==> config.mk <==
export PLATFORM = sky130hd
export DESIGN_NAME = bdma_top
export DESIGN_NICKNAME = d
export VERILOG_FILES = /design/src/logic/bdma_pkg.sv /design/src/logic/bdma_top.sv /design/src/logic/bdma_gp_ram.sv /design/src/logic/bdma_apb_slave.sv
export SDC_FILE = /design/constraint.sdc
export NUM_CORES = 1
export LEC_CHECK = 0
export ABC_AREA = 1
export BUFFER_PORTS_ARGS = -buffer_cell sky130_fd_sc_hd__buf_2
export CAP_MARGIN = 10
export CORE_UTILIZATION = 50
export DETAILED_ROUTE_END_ITERATION = 10
export PLACE_DENSITY = 0.66
export SYNTH_ARGS = -nofsm -noshare
export SYNTH_HDL_FRONTEND = slang
export SYNTH_HIERARCHICAL = 1
export SYNTH_SLANG_ARGS = --single-unit
export TNS_END_PERCENT = 50
==> constraint.sdc <==
create_clock -name sys_clk -period 5.4 [get_ports sys_clk]
set_input_delay 0.27 -clock sys_clk [delete_from_list [all_inputs] [get_ports sys_clk]]
set_output_delay 0.27 -clock sys_clk [all_outputs]
set_load 0.03 [all_outputs]
==> src/logic/bdma_pkg.sv <==
// bdma_pkg: constants for the banked data memory and its addressing.
// assumes nothing; used by bdma_top, bdma_props and tb through scoped names.
`default_nettype none
package bdma_pkg;
    localparam int          DATA_W          = 8;
    localparam int          ADDR_W          = 8;
    localparam int          PC_W            = 11;
    // special-function locations in bank 0, eeprom control in bank 1
    localparam logic [7:0]  SFR_PORT_ZERO   = 8'h00;
    localparam logic [7:0]  SFR_PTR_ZERO    = 8'h01;
    localparam logic [7:0]  SFR_PORT_ONE    = 8'h02;
    localparam logic [7:0]  SFR_PTR_ONE     = 8'h03;
    localparam logic [7:0]  SFR_BANK_SELECT = 8'h04;
    localparam logic [7:0]  SFR_ALU_HOLD    = 8'h05;
    localparam logic [7:0]  SFR_PC_LOW      = 8'h06;
    localparam logic [7:0]  SFR_STATUS      = 8'h0a;
    localparam logic [7:0]  GP_BASE         = 8'h80;
    localparam logic [7:0]  EEC_ADDR        = 8'h40;
    localparam logic [7:0]  BANK_SELECT_RST = 8'h00;
    localparam logic [7:0]  ZERO_BYTE       = 8'h00;
    localparam logic [7:0]  STATUS_WMASK    = 8'h0f;
    localparam logic [7:0]  EEC_WMASK       = 8'h0f;
    localparam int          BANK_BIT        = 0;
    // apb register window for software
    localparam logic [11:0] APB_DATA_BASE   = 12'h000;
    localparam logic [11:0] APB_BANK1_BASE  = 12'h400;
    localparam logic [11:0] APB_PC_REG      = 12'h800;
    localparam logic [11:0] APB_STAT_REG    = 12'h804;
endpackage
`default_nettype wire

==> src/logic/bdma_top.sv <==
// bdma_top: banked data memory, pointers, bank select, alu holder, pc low.
// assumes the core drives one access per cycle on sys_clk; apb for debug.
//
// The APB register port and the register offsets were chosen for this implementation.
`timescale 1ns/10ps
`default_nettype none
module bdma_top #(
    parameter int PC_W = bdma_pkg::PC_W
) (
    input  wire logic            sys_clk,
    input  wire logic            reset,
    input  wire logic            wdtPowerDownReset,
    // core access port
    input  wire logic [7:0]      coreAddr,
    input  wire logic            coreRead,
    input  wire logic            coreWrite,
    input  wire logic            coreBitOp,
    input  wire logic            coreBitSet,
    input  wire logic [2:0]      coreBitSel,
    input  wire logic [7:0]      coreWdata,
    output logic      [7:0]      coreRdata,
    input  wire logic            aluLoad,
    input  wire logic [7:0]      aluResult,
    output logic      [7:0]      aluHolder,
    input  wire logic            statusLoad,
    input  wire logic [7:0]      statusIn,
    output logic      [7:0]      statusOut,
    input  wire logic            pcAdvance,
    output logic      [PC_W-1:0] programCounter,
    output logic                 dummyCycle,
    output logic      [7:0]      eepromControl,
    // apb
    input  wire logic            psel,
    input  wire logic            penable,
    input  wire logic            pwrite,
    input  wire logic [11:0]     paddr,
    input  wire logic [31:0]     pwdata,
    output logic      [31:0]     prdata,
    output logic                 pready,
    output logic                 pslverr
);
    typedef struct packed {
        logic [7:0]      pointerZero;
        logic [7:0]      pointerOne;
        logic [7:0]      bankSelect;
        logic [7:0]      aluHold;
        logic [7:0]      status;
        logic [7:0]      eec;
        logic [PC_W-1:0] pc;
        logic            dummy;
        logic [7:0]      rdata;
        logic [31:0]     prdata;
    } bdma_state_t;

    bdma_state_t state;
    bdma_state_t next_state;

    logic        apbRd;
    logic        apbWr;
    logic        apbHit;
    logic        acc;
    logic        wr;
    logic [8:0]  effAddr;
    logic [7:0]  wdata;
    logic [7:0]  wmask;
    logic [7:0]  ramRdata;
    logic        ramWe;
    logic [7:0]  readVal;
    logic        apbBank1;

    bdma_apb_slave u_apb (
        .sys_clk  (sys_clk),
        .reset    (reset),
        .psel     (psel),
        .penable  (penable),
        .pwrite   (pwrite),
        .pready   (pready),
        .rdStrobe (apbRd),
        .wrStrobe (apbWr)
    );

    // apb data window: word index gives the byte address
    assign apbHit   = (paddr[11:10] == 2'b00) || (paddr[11:10] == 2'b01);
    assign apbBank1 = paddr[11:10] == 2'b01;
    assign pslverr  = 1'b0;

    // address resolution
    always_comb
    begin
        acc     = coreRead || coreWrite || coreBitOp;
        wr      = coreWrite || coreBitOp;
        effAddr = {1'b0, coreAddr};
        wdata   = coreWdata;
        wmask   = 8'hff;
        if (!acc && (apbRd || apbWr) && apbHit)
        begin
            effAddr = {apbBank1, paddr[9:2]};
            wr      = apbWr;
            wdata   = pwdata[7:0];
        end
        else if (coreAddr == bdma_pkg::SFR_PORT_ZERO)
        begin
            effAddr = {1'b0, state.pointerZero};
        end
        else if (coreAddr == bdma_pkg::SFR_PORT_ONE)
        begin
            effAddr = {state.bankSelect[bdma_pkg::BANK_BIT], state.pointerOne};
        end
        if (coreBitOp && acc)
        begin
            wmask = 8'h01 << coreBitSel;
            wdata = coreBitSet ? 8'hff : bdma_pkg::ZERO_BYTE;
        end
    end

    assign ramWe = wr && !effAddr[8] && effAddr[7];

    bdma_gp_ram #(
        .DEPTH (128),
        .AW    (7)
    ) u_ram (
        .sys_clk (sys_clk),
        .addr    (effAddr[6:0]),
        .we      (ramWe),
        .wmask   (wmask),
        .wdata   (wdata),
        .rdata   (ramRdata)
    );

    // read mux, 8-bit words from 00h up
    always_comb
    begin
        readVal = bdma_pkg::ZERO_BYTE;
        if (effAddr[8])
        begin
            if (effAddr[7:0] == bdma_pkg::EEC_ADDR)
            begin
                readVal = state.eec;
            end
        end
        else if (effAddr[7])
        begin
            readVal = ramRdata;
        end
        else
        begin
            case (effAddr[7:0])
                bdma_pkg::SFR_PTR_ZERO:    readVal = state.pointerZero;
                bdma_pkg::SFR_PTR_ONE:     readVal = state.pointerOne;
                bdma_pkg::SFR_BANK_SELECT: readVal = state.bankSelect & 8'h01;
                bdma_pkg::SFR_ALU_HOLD:    readVal = state.aluHold;
                bdma_pkg::SFR_PC_LOW:      readVal = state.pc[7:0];
                bdma_pkg::SFR_STATUS:      readVal = state.status;
                default:                   readVal = bdma_pkg::ZERO_BYTE;
            endcase
        end
    end

    always_comb
    begin
        next_state       = state;
        next_state.dummy = 1'b0;
        if (pcAdvance && !state.dummy)
        begin
            next_state.pc = state.pc + 1'b1;
        end
        if (aluLoad)
        begin
            next_state.aluHold = aluResult;
        end
        if (statusLoad)
        begin
            next_state.status = statusIn;
        end
        if (acc)
        begin
            next_state.rdata = readVal;
        end
        if (apbRd)
        begin
            next_state.prdata = 32'h0000_0000;
            if (apbHit)
            begin
                next_state.prdata = {24'h00_0000, readVal};
            end
            else if (paddr == bdma_pkg::APB_PC_REG)
            begin
                next_state.prdata = {{(32 - PC_W){1'b0}}, state.pc};
            end
            else if (paddr == bdma_pkg::APB_STAT_REG)
            begin
                next_state.prdata = {23'h00_0000, state.dummy, state.status};
            end
        end
        if (wr && !(acc && !coreBitOp && coreBitOp))
        begin
            if (effAddr[8])
            begin
                if (effAddr[7:0] == bdma_pkg::EEC_ADDR)
                begin
                    next_state.eec = wdata & bdma_pkg::EEC_WMASK;
                end
            end
            else if (!effAddr[7])
            begin
                case (effAddr[7:0])
                    bdma_pkg::SFR_PTR_ZERO:
                        next_state.pointerZero = (state.pointerZero & ~wmask) | (wdata & wmask);
                    bdma_pkg::SFR_PTR_ONE:
                        next_state.pointerOne = (state.pointerOne & ~wmask) | (wdata & wmask);
                    bdma_pkg::SFR_BANK_SELECT:
                        next_state.bankSelect = ((state.bankSelect & ~wmask) | (wdata & wmask)) & 8'h01;
                    bdma_pkg::SFR_ALU_HOLD:
                        next_state.aluHold = (state.aluHold & ~wmask) | (wdata & wmask);
                    bdma_pkg::SFR_STATUS:
                        // upper flags stay read-only
                        next_state.status = (state.status & ~(wmask & bdma_pkg::STATUS_WMASK))
                                          | (wdata & wmask & bdma_pkg::STATUS_WMASK);
                    bdma_pkg::SFR_PC_LOW:
                    begin
                        // in-page jump with one dummy cycle
                        next_state.pc    = {state.pc[PC_W-1:8], (state.pc[7:0] & ~wmask) | (wdata & wmask)};
                        next_state.dummy = 1'b1;
                    end
                    default:
                        next_state.status = next_state.status;
                endcase
            end
        end
    end

    always_ff @(posedge sys_clk)
    begin
        if (reset)
        begin
            state <= '0;
            if (wdtPowerDownReset)
            begin
                state.bankSelect <= state.bankSelect;
            end
            else
            begin
                state.bankSelect <= bdma_pkg::BANK_SELECT_RST;
            end
        end
        else
        begin
            state <= next_state;
        end
    end

    assign coreRdata      = state.rdata;
    assign aluHolder      = state.aluHold;
    assign statusOut      = state.status;
    assign programCounter = state.pc;
    assign dummyCycle     = state.dummy;
    assign eepromControl  = state.eec;
    assign prdata         = state.prdata;
endmodule
`default_nettype wire

==> src/logic/bdma_gp_ram.sv <==
// bdma_gp_ram: general-purpose byte ram with per-bit write mask.
// assumes one synchronous write port and an asynchronous read.
`timescale 1ns/10ps
`default_nettype none
module bdma_gp_ram #(
    parameter int DEPTH = 128,
    parameter int AW    = 7
) (
    input  wire logic          sys_clk,
    input  wire logic [AW-1:0] addr,
    input  wire logic          we,
    input  wire logic [7:0]    wmask,
    input  wire logic [7:0]    wdata,
    output logic      [7:0]    rdata
);
    logic [7:0] mem [DEPTH];

    assign rdata = mem[addr];

    // masked write leaves other bits untouched
    always_ff @(posedge sys_clk)
    begin
        if (we)
        begin
            mem[addr] <= (mem[addr] & ~wmask) | (wdata & wmask);
        end
    end
endmodule
`default_nettype wire

==> src/logic/bdma_apb_slave.sv <==
// bdma_apb_slave: apb handshake, turns transfers into one-cycle strobes.
// assumes apb3 master on sys_clk; answers one cycle after penable.
`timescale 1ns/10ps
`default_nettype none
module bdma_apb_slave (
    input  wire logic        sys_clk,
    input  wire logic        reset,
    input  wire logic        psel,
    input  wire logic        penable,
    input  wire logic        pwrite,
    output logic             pready,
    output logic             rdStrobe,
    output logic             wrStrobe
);
    typedef struct packed {
        logic done;
    } bdma_apb_t;
    bdma_apb_t state;
    bdma_apb_t next_state;

    always_comb
    begin
        next_state = state;
        next_state.done = psel && penable && !state.done;
    end

    always_ff @(posedge sys_clk)
    begin
        if (reset)
        begin
            state <= '0;
        end
        else
        begin
            state <= next_state;
        end
    end

    assign pready   = state.done;
    assign rdStrobe = psel && penable && !state.done && !pwrite;
    assign wrStrobe = psel && penable && !state.done && pwrite;
endmodule
`default_nettype wire

==> impl_metrics.toml <==
[global_routing]
grt_pass1_vias = 33070
grt_max_degree = 118
grt_use_total_pct = 25.24
grt_pass1_wl_um = 192600
grt_overflow = 0
antenna_found_initial = 0

[clock_network]
cts_sinks = 1093
cts_hold_buf = 26
h-tree-depth = 3
clockBufferDepth = 3
post-cts-setup-buffers = 0
cts-resized-gates = 0
cts_made_buffers = 113
clk_pin_slew_ns = 0.06
cts_tree = "yes"
clock_latency_ns = 0.72
root_buffer = "clkbuf_16"

[critical_path]
cp.arrival_ns = 5.32
crit_required_ns = 5.90
cp-start-kind = "register"
end_kind = "register"
path_class = "register to register"
crit_fanout = 90
rr_worst_depth = 27

[synthesis]
ys_ff_latch = 1093
synth-main-ff-cell = "edfxtp_1"
synth-seq-area-share_pct = 65.25
synth.distinct_cells = 51
synth-async-reset-ratio_pct = 0
syn-cell-area_mm2 = 0.04926
synth_edf_count = 1025
synthCells = 5245
syn_avg_cell_area_um2 = 9.391
synth_warnings = 6

[timing]
fmax_mhz = 207.3
post-route-min-period_ns = 4.824
timing.slew.headroom_pct = 27.86
setup_tns_ns = 0
rsz0062_at_grt = "no"
hold_viol_final = 0
finalSetupViolCount = 0
worstMarginPinSlew_ns = 1.081
drv_slew = 0
fin_crit_sh_pct = 89.33
fin_skew_ns = 0.04913

[outcome]
status = "finished, final reports clean"

[route]
wl_per_cell_um = 18.81
ant_nets = 0
firstDrtPassIters = 6
drt-initial-drc-count = 3292
remaining_drc_errors = 0
drt-total-wl_um = 126000
vias_per_cell = 5.265
via_count = 35270

[floorplan]
start_util_pct = 50.71
die_area_mm2 = 0.09977
die_w_um = 315.9
num_rows = 114
core_mm2 = 0.09714
die_y_um = 315.9
pin_count = 170

[final_layout]
layout-drive-gt1-share_pct = 8.742
fill_cells = 8382
area_growth_pct = 11.35
final_util_pct = 56.47
final_nets = 5425

[flow_run]
max-cap-violations = 0

[placed_design]
portBuffers = 119
globalplace.congestion = 0.9456
dp.final_hpwl_um = 78700

[pwr]
peakVddDrop_v = 0.0003012
powerDensity_mw_per_mm2 = 340.9
leakage_nw = 23.46

[hold_path]
hold_path_depth = 5
min_path_type = "input port to register"
==> placed cells by master (no fill, tap or decap), types with 8 or more instances in the layout <==
cell type	instances
edfxtp_1	1025
inv_2	8
clkinv_1	26
nor3_1	15
clkbuf_1	35
o21ai_1	13
a211oi_1	11
dlygate4sd3_1	26
o211ai_1	8
o21ai_0	60
o22ai_1	8
nor2_1	328
nand4_1	13
nand2_1	2926
a31oi_1	8
buf_2	119
nand2_4	13
buf_4	87
clkbuf_16	114
conb_1	26
dfxtp_1	68
inv_1	191
buf_12	30
nor2_2	14
nand3_1	98
or2_2	14
nand2_2	15
clkinv_2	14
a21oi_1	42
==> cell type report <==
cell class              count  area (µm²)  share of cell area, %
well taps                1276        1597                  2.911
clock buffers             149        2984                  5.441
repair buffers            262        2110                  3.846
inverters                 204       799.5                  1.458
multi-input cells        3658       14690                  26.79
clock inverters            56       521.8                 0.9512
diodes                      1       2.502               0.004562
flip-flops and latches   1093       32140                  58.60
==> cells in the mapped netlist, types with 15 or more instances <==
cell | number | share of area (%)
nor2_1 | 330 | 2.5
edfxtp_1 | 1025 | 62
a21oi_1 | 43 | 0.44
buf_4 | 103 | 1.6
nand2_1 | 2934 | 22
dfxtp_1 | 68 | 2.8
nor3_1 | 15 | 0.15
nand3_1 | 98 | 1.0
buf_2 | 123 | 1.2
o21ai_0 | 60 | 0.61
nand2_2 | 15 | 0.19
inv_1 | 192 | 1.5
clkbuf_1 | 62 | 0.47
==> stage by stage <==
step	setup WS, ns	cells	hold slack (ns)	area (µm²)	total power, mW
6_report	0.5761	6699	0.05006	54850	18.70
5_1_grt	0.3273	6698	0.06363	54850	19.30
4_1_cts	0.6775	6698	0.005843	54850	18.80
3_5_place_dp	0.5964	6467	0.4529	51080	11.41
3_3_place_gp	0.6768	6467	0.4512	51080	11.39
2_1_floorplan	0.6954	5270	0.3424	49350	10.78
==> path summary, 6_finish.rpt <==
| path | start | to | slack (ns) |
|---|---|---|---|
| worst min register to register | prdata[10] | prdata[10] | 0.46 |
| worst max-delay path | u_apb/pready | u_ram/mem[125][5] | 0.58 |
| worst max register to register | u_apb/pready | u_ram/mem[125][5] | 0.58 |
| worst min-delay path | pcAdvance | register | 0.05 |
==> sequential cells by signal, summed over array words and instances (netlist names), named ones only <==
signal	cells
u_apb/pready	1
state	1
dummyCycle	1
u_ram/mem	1024
prdata	11
programCounter	3
coreRdata	8
eepromControl	4
statusOut	4
==> power breakdown <==
part / total [mW] / switching, mW / leakage (nW) / internal, mW
combinational: 1.75 / 1.33 / 11.9 / 0.425
clock: 7.43 / 3.22 / 1.69 / 4.21
sequential: 9.52 / 0.0172 / 9.90 / 9.50
total: 18.7 / 4.56 / 23.5 / 14.1
==> cells by family (layout without fill, tap and decap cells) <==
group	after synthesis	count (layout)	synth area share [%]
DFF	1093	1093	65.25
AOI/OAI and AO/OA	165	165	1.971
other	1	27	0.007613
and+or+nand+nor	3461	3461	27.39
buffers and inverters	519	671	5.261
adders and majority gates	1	1	0.02540
xor gates and xnor gates	5	5	0.08890
==> per-layer routing <==
layer  wire length [µm]  GRT usage (%)  vias up
met5                  0              0        -
met3               9905          3.863      247
met4               4126          9.036        0
li1                   -              -    16950
met1              53780          35.03    16680
met2              58170          40.46     1387
==> worst max-delay path: stages (launching register included) <==
cell and delay, ns:
dfxtp_1 0.31, inv_1 0.06, nand3_2 0.07, nor2_1 0.09, buf_4 0.18, o21ai_2 0.11, nor2_8 0.22, inv_2 0.17
or2_1 0.25, nand2_2 0.21, inv_8 0.14, inv_16 0.30, buf_12 0.33, nand2_1 0.10, nand2_1 0.08, nand2_1 0.06
nand2_1 0.12, nand2_1 0.07, nand2_1 0.10, nand2_1 0.06, nand2_1 0.12, nor2_1 0.11, nor2_1 0.23, nor2_1 0.07
nand2_1 0.16, nand2_1 0.13, nand2_4 0.35, buf_12 0.27
No activity file was read; power rests on OpenSTA's default activity.
